<file path="src/rtl/rbe_defines.svh">
`ifndef RBE_DEFINES_SVH
`define RBE_DEFINES_SVH
// register byte offsets and reset value
`define RBE_CTRL_OFS   8'h00
`define RBE_STAT_OFS   8'h04
`define RBE_CTRL_RST   32'h0000_15f0
// three-level pin codes
`define RBE_LVL_LO     2'h0
`define RBE_LVL_MID    2'h1
`define RBE_LVL_HI     2'h2
// elasticity buffer geometry and marks
`define RBE_EB_DEPTH   4'ha
`define RBE_EB_HALF    4'h5
`define RBE_EB_LOW     4'h2
`define RBE_EB_HIGH    4'h8
`define RBE_FRM_CENTER 3'h4
// checker constants
`define RBE_ABORT_DIFF 5'h10
`define RBE_LFSR_START 9'h0ff
`define RBE_LFSR_VIOL  9'h1ff
`define RBE_K28_5      8'hbc
// status field codes
`define RBE_ST_DAT     3'h0
`define RBE_ST_SPC     3'h1
`define RBE_ST_FRM     3'h3
`define RBE_ST_INV     3'h7
`define RBE_BS_OK      3'h1
`define RBE_BS_LOOP_A  3'h2
`define RBE_BS_LOOP_B  3'h4
`define RBE_BS_MISS    3'h5
`define RBE_BS_WAIT    3'h6
`endif

</file>
<file path="src/rtl/rbe_pkg.sv">
`include "rbe_defines.svh"
package rbe_pkg;
  // character from framer/decoder
  typedef struct packed {
    logic [7:0] data;
    logic       kchar;
    logic       frm;
    logic       viol;
  } rbe_rxch_t;
  // one buffer entry, twelve bits
  typedef struct packed {
    logic       par;
    logic [2:0] rx_status_field;
    logic [7:0] data;
  } rbe_ent_t;
  typedef enum logic [2:0] {
    BS_IDLE = 3'b001,
    BS_SRCH = 3'b010,
    BS_RUN  = 3'b100
  } rbe_bst_t;
  typedef struct packed {
    rbe_bst_t   st;
    logic [8:0] lfsr;
    logic [4:0] diff;
  } rbe_chk_t;
  typedef struct packed {
    rbe_ent_t [`RBE_EB_DEPTH-1:0] mem;
    logic [3:0] rp;
    logic [3:0] wp;
    logic [3:0] cnt;
    logic [2:0] fr_run;
    logic       algn;
  } rbe_buf_t;
  typedef struct packed {
    logic [11:0] rsvd_hi;
    logic        clock_select_in_lo;
    logic        clock_select_in_hi;
    logic [1:0]  mode_hi;
    logic [1:0]  mode_lo;
    logic [1:0]  framer_mode_select;
    logic [1:0]  decoder_mode_select;
    logic [1:0]  rx_clock_select;
    logic [3:0]  per_channel_select_in;
    logic [2:0]  rsvd_lo;
    logic        selftest_latch_enable;
  } rbe_ctrl_t;
  typedef struct packed {
    logic [17:0] rsvd;
    logic        cfg_err;
    logic        mode_err;
    logic [3:0]  aligned;
    logic [3:0]  running;
    logic [3:0]  latch;
  } rbe_stat_t;
  typedef struct packed {
    rbe_ctrl_t       ctrl;
    logic [3:0]      latch;
    rbe_chk_t [3:0]  chk;
    rbe_buf_t [3:0]  eb;
    rbe_ent_t [3:0]  out;
    logic [3:0]      ostb;
    logic            wr_ph;
    logic [7:0]      wad;
    logic [31:0]     rdata;
  } rbe_state_t;
endpackage

</file>
<file path="src/rtl/rbe_rx_backend.sv">
// The register offsets and the AHB-Lite interface to the registers were left to the implementer.
`timescale 1ns/1ps
`include "rbe_defines.svh"
// Overview of operation
// - latch-enable high: low select enables channel BIST
// - latch-enable fall captures selects into latch
// - reset sets every latch bit, BIST off
// - enabled checker runs 511-character LFSR sequence
// - common clock: pass preceded by word sync
// - synchronized checker compares, reports on status field
// - first enable presets LFSR to D0.0 start
// - expected violations in loop raise no error
// - loop completion shows 010b/100b one character
// - invalid exceeding valid by sixteen aborts, resynchronizes
// - transmitter inserts word sync before each pass
// - buffer holds ten twelve-bit entries
// - buffer written by own channel's recovered clock
// - read clock: reference low, selected recovered high
// - decoder bypass also bypasses buffer, needs middle select
// - two-bit mode: bonding, status variant, middle forbidden
// - select low: reference clock, B/D off, insert/delete
// - insert/delete only with framing character buffered
// - middle select: own recovered clock, buffer bypassed
// - select high: one chosen recovered clock, no insert/delete
// - buffer centered by sync, framing run or reset; a framing run only trims a buffer holding more than half
// - decoded status: 000b data, 001b special, others
module rbe_rx_backend
  import rbe_pkg::*;
(
  input  wire logic            hclk,
  input  wire logic            hresetn,
  input  wire logic            hsel,
  input  wire logic [31:0]     haddr,
  input  wire logic [1:0]      htrans,
  input  wire logic            hwrite,
  input  wire logic [2:0]      hsize,
  input  wire logic [31:0]     hwdata,
  input  wire logic            hready,
  output logic      [31:0]     hrdata,
  output logic                 hreadyout,
  output logic                 hresp,
  input  wire rbe_rxch_t [3:0] rx_char,
  input  wire logic [3:0]      rx_char_stb,
  input  wire logic            ref_char_en,
  output rbe_ent_t  [3:0]      rx_out,
  output logic      [3:0]      rx_out_stb,
  output logic                 rx_clock_out_a,
  output logic                 rx_clock_out_b,
  output logic                 rx_clock_out_c,
  output logic                 rx_clock_out_d,
  output logic                 rx_clock_bd_oe
);

  rbe_state_t s_q;
  rbe_state_t s_d;
  logic [3:0] byp_w;
  logic [3:0] ins_w;
  logic [3:0] del_w;
  logic [3:0] hf_w;
  logic [3:0] ok_w;

  // maximal 9-bit sequence, period 511
  function automatic logic [8:0] lfsr_next(input logic [8:0] l);
    return {l[7:0], l[8] ^ l[4]};
  endfunction

  // expected character: start state maps to D0.0
  function automatic logic [8:0] exp_char(input logic [8:0] l);
    return {l[8], ~l[7:0]};
  endfunction

  function automatic logic [3:0] inc10(input logic [3:0] x);
    return (x == `RBE_EB_DEPTH - 4'h1) ? 4'h0 : x + 4'h1;
  endfunction

  function automatic logic is_frm(input rbe_ent_t e);
    // received framing carries the framing code, inserted ones the special code
    return e.data == `RBE_K28_5 &&
           (e.rx_status_field == `RBE_ST_SPC || e.rx_status_field == `RBE_ST_FRM);
  endfunction

  // any framing character among occupied entries
  function automatic logic has_frm(input rbe_buf_t b);
    logic r;
    logic [3:0] off;
    r = 1'b0;
    for (int i = 0; i < 10; i++) begin
      off = 4'(i) + ((4'(i) >= b.rp) ? 4'h0 : `RBE_EB_DEPTH) - b.rp;
      if (off < b.cnt && is_frm(b.mem[i])) r = 1'b1;
    end
    return r;
  endfunction

  logic       ck_lo;
  logic       ck_mid;
  logic [1:0] ck_idx;
  logic [3:0] eff_sel;
  assign ck_lo   = s_q.ctrl.rx_clock_select == `RBE_LVL_LO;
  assign ck_mid  = s_q.ctrl.rx_clock_select == `RBE_LVL_MID;
  assign ck_idx  = {s_q.ctrl.clock_select_in_hi, s_q.ctrl.clock_select_in_lo};
  // latch is transparent while enable is high
  assign eff_sel = s_q.ctrl.selftest_latch_enable ?
                   s_q.ctrl.per_channel_select_in : s_q.latch;

  // next-state logic for everything
  always_comb begin
    rbe_ent_t   we;
    rbe_ent_t   ins_e;
    rbe_stat_t  st;
    logic [2:0] dst;
    logic [2:0] bst;
    logic [2:0] lcode;
    logic       en;
    logic       push;
    logic       pop;
    logic       rd;
    logic       flex;
    logic       ctr;
    logic       merr;
    we    = '0;
    ins_e = '0;
    st    = '0;
    dst   = `RBE_ST_DAT;
    bst   = `RBE_BS_WAIT;
    en    = 1'b0;
    push  = 1'b0;
    pop   = 1'b0;
    rd    = 1'b0;
    ctr   = 1'b0;
    byp_w = '0;
    ins_w = '0;
    del_w = '0;
    hf_w  = '0;
    ok_w  = '0;
    s_d   = s_q;
    s_d.ostb = '0;
    merr  = s_q.ctrl.mode_lo == `RBE_LVL_MID || s_q.ctrl.mode_lo == 2'h3;
    lcode = (s_q.ctrl.mode_lo == `RBE_LVL_HI) ? `RBE_BS_LOOP_B : `RBE_BS_LOOP_A;
    flex  = ck_lo;
    ins_e = '{par: ~^`RBE_K28_5, rx_status_field: `RBE_ST_SPC, data: `RBE_K28_5};
    // bus write lands in the data phase
    if (s_q.wr_ph && s_q.wad == `RBE_CTRL_OFS) s_d.ctrl = rbe_ctrl_t'(hwdata);
    // capture on falling enable, hold while low
    if (s_q.ctrl.selftest_latch_enable) s_d.latch = s_q.ctrl.per_channel_select_in;
    for (int c = 0; c < 4; c++) begin
      // each channel owns its checker and buffer
      en = !eff_sel[c];
      dst = rx_char[c].viol ? `RBE_ST_INV : rx_char[c].frm ? `RBE_ST_FRM :
            rx_char[c].kchar ? `RBE_ST_SPC : `RBE_ST_DAT;
      ok_w[c] = {rx_char[c].kchar, rx_char[c].data} == exp_char(s_q.chk[c].lfsr) ||
                (s_q.chk[c].lfsr == `RBE_LFSR_VIOL && rx_char[c].viol);
      bst = `RBE_BS_WAIT;
      unique case (s_q.chk[c].st)
        BS_IDLE: begin
          if (en) begin
            s_d.chk[c].st   = BS_SRCH;
            s_d.chk[c].lfsr = `RBE_LFSR_START;
            s_d.chk[c].diff = '0;
          end
        end
        BS_SRCH: begin
          // word sync and other filler skipped until D0.0 arrives
          if (!en) s_d.chk[c].st = BS_IDLE;
          else if (rx_char_stb[c] && ok_w[c]) begin
            s_d.chk[c].st   = BS_RUN;
            s_d.chk[c].lfsr = lfsr_next(s_q.chk[c].lfsr);
            bst = `RBE_BS_OK;
          end
        end
        BS_RUN: begin
          if (!en) s_d.chk[c].st = BS_IDLE;
          else if (rx_char_stb[c] && ok_w[c]) begin
            s_d.chk[c].lfsr = lfsr_next(s_q.chk[c].lfsr);
            if (s_q.chk[c].diff != '0) s_d.chk[c].diff = s_q.chk[c].diff - 5'h1;
            bst = `RBE_BS_OK;
            if (lfsr_next(s_q.chk[c].lfsr) == `RBE_LFSR_START) begin
              bst = lcode;
              // common clock: next pass opens with word sync
              if (!ck_mid) s_d.chk[c].st = BS_SRCH;
            end
          end else if (rx_char_stb[c]) begin
            bst = `RBE_BS_MISS;
            s_d.chk[c].lfsr = lfsr_next(s_q.chk[c].lfsr);
            s_d.chk[c].diff = s_q.chk[c].diff + 5'h1;
            if (s_q.chk[c].diff + 5'h1 == `RBE_ABORT_DIFF) begin
              s_d.chk[c].st   = BS_SRCH;
              s_d.chk[c].lfsr = `RBE_LFSR_START;
              s_d.chk[c].diff = '0;
            end
          end
        end
        default: s_d.chk[c].st = BS_IDLE;
      endcase
      // checker status wins regardless of decoder mode
      we.data = rx_char[c].data;
      we.rx_status_field = en ? bst : dst;
      we.par = ~^rx_char[c].data;
      byp_w[c] = s_q.ctrl.decoder_mode_select == `RBE_LVL_LO || ck_mid;
      if (byp_w[c]) begin
        // straight to the output register on own recovered clock
        if (rx_char_stb[c]) begin
          s_d.out[c]  = we;
          s_d.ostb[c] = 1'b1;
        end
      end else begin
        hf_w[c] = has_frm(s_q.eb[c]);
        rd = ck_lo ? ref_char_en : rx_char_stb[ck_idx];
        // a run of framing characters re-centers an overfull buffer
        ctr = rx_char_stb[c] && rx_char[c].frm &&
              s_q.eb[c].fr_run == `RBE_FRM_CENTER - 3'h1;
        if (rx_char_stb[c])
          s_d.eb[c].fr_run = !rx_char[c].frm ? 3'h0 :
            (s_q.eb[c].fr_run == `RBE_FRM_CENTER) ? s_q.eb[c].fr_run :
            s_q.eb[c].fr_run + 3'h1;
        del_w[c] = flex && rx_char_stb[c] && rx_char[c].frm &&
                   s_q.eb[c].cnt >= `RBE_EB_HIGH && hf_w[c];
        push = rx_char_stb[c] && !del_w[c] && s_q.eb[c].cnt != `RBE_EB_DEPTH;
        // strict mark: a framing char with data behind it is still drained
        ins_w[c] = flex && rd && s_q.eb[c].cnt < `RBE_EB_LOW && hf_w[c];
        pop = rd && !ins_w[c] && s_q.eb[c].cnt != 4'h0;
        if (push) begin
          s_d.eb[c].mem[s_q.eb[c].wp] = we;
          s_d.eb[c].wp = inc10(s_q.eb[c].wp);
        end
        if (pop) begin
          s_d.out[c] = s_q.eb[c].mem[s_q.eb[c].rp];
          s_d.eb[c].rp = inc10(s_q.eb[c].rp);
        end else if (ins_w[c]) begin
          s_d.out[c] = ins_e;
        end
        s_d.ostb[c] = pop || ins_w[c];
        s_d.eb[c].cnt = s_q.eb[c].cnt + {3'h0, push} - {3'h0, pop};
        if (ctr) begin
          // trim an overfull buffer to the newest half; never replay stale slots
          if (s_d.eb[c].cnt > `RBE_EB_HALF) begin
            s_d.eb[c].rp  = (s_d.eb[c].wp >= `RBE_EB_HALF) ?
                            s_d.eb[c].wp - `RBE_EB_HALF :
                            s_d.eb[c].wp + `RBE_EB_DEPTH - `RBE_EB_HALF;
            s_d.eb[c].cnt = `RBE_EB_HALF;
          end
          s_d.eb[c].algn = 1'b1;
        end
      end
      st.running[c] = s_q.chk[c].st == BS_RUN;
      st.aligned[c] = s_q.eb[c].algn;
    end
    // report the value the latch takes at this edge, so a read sees the write
    st.latch    = s_d.latch;
    st.mode_err = merr;
    // far-side misconfigurations are flagged, not prevented
    st.cfg_err  = (s_q.ctrl.decoder_mode_select == `RBE_LVL_LO && !ck_mid) ||
                  (s_q.ctrl.framer_mode_select == `RBE_LVL_LO && eff_sel != 4'hf);
    // address phase, zero wait states
    s_d.wr_ph = hsel && htrans[1] && hready && hwrite;
    s_d.wad   = haddr[7:0];
    if (hsel && htrans[1] && hready && !hwrite)
      s_d.rdata = (haddr[7:0] == `RBE_CTRL_OFS) ? 32'(s_d.ctrl) :
                  (haddr[7:0] == `RBE_STAT_OFS) ? 32'(st) : 32'h0;
  end

  // one register for all state; reset centers buffers
  always_ff @(posedge hclk or negedge hresetn) begin
    if (!hresetn) begin
      s_q       <= '0;
      s_q.ctrl  <= rbe_ctrl_t'(`RBE_CTRL_RST);
      s_q.latch <= 4'hf;
      for (int c = 0; c < 4; c++) begin
        s_q.chk[c].st  <= BS_IDLE;
        s_q.eb[c].wp   <= `RBE_EB_HALF;
        s_q.eb[c].cnt  <= `RBE_EB_HALF;
      end
    end else begin
      s_q <= s_d;
    end
  end

  assign hrdata     = s_q.rdata;
  assign hreadyout  = 1'b1;
  assign hresp      = 1'b0;
  assign rx_out     = s_q.out;
  assign rx_out_stb = s_q.ostb;

  // output clocks as character enables; B/D float in reference mode
  always_comb begin
    rx_clock_bd_oe = !ck_lo;
    rx_clock_out_b = ck_mid && rx_char_stb[1];
    rx_clock_out_d = ck_mid && rx_char_stb[3];
    if (ck_lo) begin
      rx_clock_out_a = ref_char_en;
      rx_clock_out_c = ref_char_en;
    end else if (ck_mid) begin
      rx_clock_out_a = rx_char_stb[0];
      rx_clock_out_c = rx_char_stb[2];
    end else begin
      rx_clock_out_a = rx_char_stb[ck_idx];
      rx_clock_out_c = rx_char_stb[ck_idx];
    end
  end
endmodule // rbe_rx_backend

</file>
<file path="config.mk">
export PLATFORM = sky130hd
export DESIGN_NAME = rbe_rx_backend
export DESIGN_NICKNAME = d
export VERILOG_FILES = /design/src/rtl/rbe_pkg.sv /design/src/rtl/rbe_rx_backend.sv
export VERILOG_INCLUDE_DIRS = /design/src /design/src/rtl
export SDC_FILE = /design/constraint.sdc
export NUM_CORES = 2
export LEC_CHECK = 0
export BUFFER_PORTS_ARGS = -buffer_cell sky130_fd_sc_hd__buf_2
export CAP_MARGIN = 20
export CORE_MARGIN = 2
export CORE_UTILIZATION = 68
export CTS_CLUSTER_SIZE = 12
export DETAILED_ROUTE_END_ITERATION = 10
export PLACE_DENSITY = 0.87
export SKIP_CTS_REPAIR_TIMING = 1
export SLEW_MARGIN = 20
export SYNTH_ARGS = -nofsm -noshare
export SYNTH_HDL_FRONTEND = slang
export SYNTH_SLANG_ARGS = --single-unit
</file>
<file path="constraint.sdc">
create_clock -name hclk -period 16.75 [get_ports hclk]
set_input_delay 0.8375 -clock hclk [delete_from_list [all_inputs] [get_ports hclk]]
set_output_delay 0.8375 -clock hclk [all_outputs]
set_load 0.1 [all_outputs]
</file>
### After elaboration in Yosys (flattened, before gate mapping)

Cells that the tools add are included.

| operators by class | value |
|---|---|
| add/sub/neg operators | 116 |
| order comparisons | 109 |
| equal/unequal tests | 226 |
| mux-type cells | 281 |
| bitwise gates (word level) | 9 |
| reductions and logical operators | 269 |

Operator list:

| cell | number |
|---|---|
| 120-bit bitwise mux | 4 |
| 12-bit 2-to-1 mux | 28 |
| 4-bit 2-to-1 mux | 81 |
| 8-bit == test (second input constant) | 40 |
| 17-bit 2-to-1 mux | 16 |
| 12-bit binary-select mux with 4-bit select | 4 |
| 12-bit demux with 4-bit select | 4 |
| 4-bit < comparator | 40 |
| 4-bit subtractor | 40 |
| 1-bit logical AND | 150 |
| 3-bit by 2-bit == test with 1-bit output (second input constant) | 48 |
| 3-bit by 1-bit == test with 1-bit output (second input constant) | 44 |
| 3-bit 2-to-1 mux | 42 |
| 9-bit case mux with 3 select lines | 4 |
| 14-bit 2-to-1 mux | 5 |
| 3-bit by 4-bit adder with 4-bit output (first input constant) | 16 |
| 3-bit by 4-bit greater-or-equal comparator with 1-bit output (first input constant) | 16 |
| 32-bit 2-to-1 mux | 2 |
| 1-bit 2-to-1 mux | 62 |
| 4-bit != test (second input constant) | 15 |
| 1-bit logical OR | 51 |
| 2-bit != test (second input constant) | 24 |
| 6-bit AND reduction | 8 |
| 4-bit by 5-bit < comparator with 1-bit output (second input constant) | 8 |
| other kinds (54) | 258 |

| storage, ports and cells | value |
|---|---|
| bits in registers | 741 |
| output and inout bits | 91 |

### Logic depth before layout (Yosys ltp)

| depth | value |
|---|---|
| word-level depth | 27 |
| mapped depth | 33 |
| mapped depth without buffers | 29 |

### Least setup slack after synthesis

No wires, ideal clock.

| timing | value |
|---|---|
| path kind | flip-flop to flip-flop |
| start point | register s_q[377] (netlist bit) |
| end point | register s_q[380] (netlist bit) |
| arrival time | 6.675 ns |
| data required time | 16.629 ns |
| path slack | 9.954 ns |
| cell stages (with the launch flop) | 31 |
| path buffers | 5 |
| cells stage by stage | dfrtp_1 buf_4 buf_1 clkbuf_1 inv_1 ha_1 nor2b_1 a21oi_1 ha_1 inv_1 ha_1 fa_1 ha_1 nand2_1 o21ai_0 a21oi_1 nor4_1 nand3_1 a311o_1 inv_1 clkbuf_1 ha_1 inv_1 ha_1 fa_1 xor2_1 nand2_1 a21oi_1 clkbuf_1 o221ai_1 a22o_1 |

| between the ends | value |
|---|---|
| word-level cells in the longest chain between the ends | 27 |
| elaborated cells between the ends (all ways) | 94 |
| classes of those cells | add/sub: 25; order compare: 22; eq/ne: 1; mux: 28; reduce/logical: 18 |

Ends and longest elaborated chain:

| item | RTL line | RTL |
|---|---|---|
| start, declared | rbe_rx_backend.sv:54 | `rbe_state_t s_q;` |
| branches (longest 26 deep; another with 1-bit by 4-bit greater-or-equal comparator with 1-bit output) | - |  |
| 4-bit 2-to-1 mux (*) | rbe_rx_backend.sv:233 | `if (ctr) begin` |

Every way passes the cells marked *. The select of a mux whose other input is x is not followed.
A chain may end at the register's enable or synchronous reset.

### Worst setup path after layout

| timing | value |
|---|---|
| start point | register s_q[105] (netlist bit) |
| end point | register s_q[108] (netlist bit) |

The elaborated chain is that of the path after synthesis.

==> results.ini <==
[run_status]
status = finished clean

[final_layout]
nNetsFinal = 4429
design_area_mm2 = 0.04758
final_layout_size_suffix_gt1_share_pct = 26.45
area_delta_synth_final_pct = 7.649

[detailed_routing]
drt-initial-drc-count = 3324
wirelength_um = 114600
final_antenna_net_count = 0
first_pass_iters = 6
wire_per_inst_um = 23.22
drc_errors = 0
vias = 33030
vias_per_cell = 6.695

[power_and_ir_drop]
sw_frac_of_total_pct = 41.98
switching_power_mw = 3.990
pwr-share-comb_pct = 49.1
internal-power_mw = 5.514
irDropWorstVdd_v = 0.0001894
clockPowerShare_pct = 17.9
p_seq_share_pct = 32.9
power_mw = 9.504
powerDensity_mw_per_mm2 = 199.7
total_leakage_power_nw = 21.10

[timing]
grt_setup_unrepaired = false
hold_violations = 0
fmax_mhz = 115.7
worst_pin_slew_ns = 1.177
fin_skew_ns = 0.03243
timing.hold.ws_ns = 0.2922
fin_tns_setup_ns = 0
setup_viol = 0
relSlewSlack_pct = 21.18
fin_crit_sh_pct = 51.59
final_max_slew_viol_count = 0
min_period_ns = 8.641

[grt]
grtUsageTotal_pct = 34.47
use_met3_pct = 6.688
top_usage_layer = met2
met2_usage_pct = 55.44
grt_remaining_overflow = 0
grt_pass1_vias = 33580
grt_pass1_wl_um = 183800
grt.met1_usage_pct = 45.33
grt_max_degree = 174
antenna_found_initial = 11

[synthesis]
synth_compound_area_share_pct = 10.55
syn_area_mm2 = 0.04420
ys_top_cells_by_area = dfrtp_1 40%, mux2_2 14%, ha_1 7.6%
synth.top_cell.area_share_pct = 40.20
yosys.cell_types.count = 83
yosys.area_share.xor_xnor_pct = 3.032
yosysWarningCount = 0
synth_top_area_cell = dfrtp_1
synthFlopType = dfrtp_1
synth_top_family_by_area = multiplexers
yosys.area_share.simple_pct = 10.45
yosysSeqAreaShare_pct = 42.04
avgSynthCellArea_um2 = 10.97
ys_async_sr_fraction_pct = 100.0
synth_edf_count = 0
synthAdderAreaFrac_pct = 8.493
synthMuxAreaShare_pct = 20.15
synth-seq-cells = 741
syn_nets = 4439
synth_cells = 4028

[worst_setup_path]
critical-path-max-stage-delay_ns = 0.65
critPathCaptureType = flip-flop
ff2ff_setup_slack_ns = 8.11
path_class = reg -> reg
path_max_fanout = 44
worst_path_max_delay_cell = a21oi_1
crit_required_ns = 17.35
crit_path_frequent_cell = ha_1
critPathLaunchType = flip-flop
arrival_ns = 9.24

[placed_design]
io_buffers = 183
place_hpwl_um = 76060
place_congestion = 0.9290
placed_area_mm2 = 0.04504

[die]
fp.coreArea_mm2 = 0.06435
die_x_um = 258.9
num_rows = 93
die_area_mm2 = 0.06705
start_util_pct = 68.68
ios = 214
die_h_um = 258.9

[clocking]
clkLatencyLatePin_ns = 0.65
clk_pin_slew_ns = 0.06
htree_levels = 3
clock_path_buffers = 3
root_buffer = clkbuf_16
cts_buffers = 79
cts.sinks = 741
cts_tree = built

[flow_run]
max_cap_violations = 0

[hold_path]
min_path_type = in -> async

==> cell usage after synthesis (all sizes together) (16+ instances only) <==
cell,number
nand4,54
o211ai,23
o21ai,191
fa,20
a21oi,203
inv,170
a21o,22
nand3,53
nor4bb,40
nor4,23
nand2,287
a31oi,19
a2111oi,28
clkbuf,170
o22a,39
a22o,54
nor2b,30
mux4,97
dfrtp,710
mux2,564
a22oi,40
buf,159
and2,17
and4b,16
nor2,225
o22ai,22
o31ai,17
nand2b,44
xnor2,96
xor2,57
nor3,71
ha,268
mux2i,37
dfstp,31
==> cells by family after synthesis <==
logic type	after synthesis
simple gates	913
flops	741
compound gates	727
mux	698
buf+inv	506
fa+ha+maj	288
xor+xnor	153
other cells	2
==> power by group through the flow <==
stage / Sequential, mW / Combinational (mW) / Clock, mW
6_report: 3.13 / 4.67 / 1.71
5_1_grt: 3.20 / 5.12 / 1.79
4_1_cts: 3.09 / 4.61 / 1.72
3_5_place_dp: 3.11 / 4.53 / 0
3_3_place_gp: 3.05 / 4.31 / 0
2_1_floorplan: 2.85 / 3.71 / 0
==> metrics by stage <==
step | cells | util, % | worst slack [ns]
after floorplan | 4028 | - | 9.954
after global placement | 4786 | 69.94 | 8.511
after detailed placement | 4789 | 69.99 | 8.290
after CTS | 4924 | 73.81 | 8.200
after global routing | 4932 | 73.93 | 7.553
final | 4934 | 73.94 | 8.109
==> critical path: cells and delay by family (launching register included) <==
| family | cells | cell delay [ns] |
|---|---|---|
| xor+xnor | 2 | 0.39 |
| compound gates | 5 | 1.86 |
| fa+ha+maj | 8 | 2.33 |
| simple gates | 10 | 2.31 |
| buf+inv | 5 | 1.35 |
| flops | 1 | 0.34 |
==> cell usage in the layout, fill, tap and decap left out, drive strengths merged, types with 39 or more instances in the layout <==
cell type / Yosys / routed
dfrtp: 710 / 710
mux2: 564 / 564
nand2: 287 / 287
ha: 268 / 268
buf: 159 / 238
nor2: 225 / 225
a21oi: 203 / 203
o21ai: 191 / 191
inv: 170 / 174
clkbuf: 170 / 119
mux4: 97 / 97
xnor2: 96 / 96
nor3: 71 / 71
xor2: 57 / 57
nand4: 54 / 54
a22o: 54 / 54
nand3: 53 / 53
nand2b: 44 / 44
nor4bb: 40 / 40
a22oi: 40 / 40
o22a: 39 / 39
==> cell type report <==
type,count,area (um^2)
clock inverter,16,221.5
multi-input combinational,2781,23410
fill,4064,16770
timing repair buffer,238,1368
inverter,177,664.4
sequential,741,18590
clock buffer,119,2238
tap,855,1070
antenna,7,17.52
==> final timing paths <==
path / depth (start not counted) / start / end
max: 30 / s_q[105] / s_q[108]
min: 1 / hresetn / s_q[530]
max reg2reg: 30 / s_q[105] / s_q[108]
min reg2reg: 2 / hrdata[1] / hrdata[1]
max in group asynchronous: 4 / hresetn / s_q[241]
min in group hclk: 1 / haddr[6] / s_q[38]
==> registers in the layout, indices dropped and copies added, names as in the netlist <==
name and flops:
s_q 655, rx_out 48, hrdata 32, rx_out_stb 4, ck_idx 2
==> per-layer routing <==
metal	vias up	share of wire [%]
li1	14480	-
met1	16580	39
met2	1610	48
met3	358	8.4
met4	6	4.5
met5	-	0.032
Power figures use the tool's default switching activity.
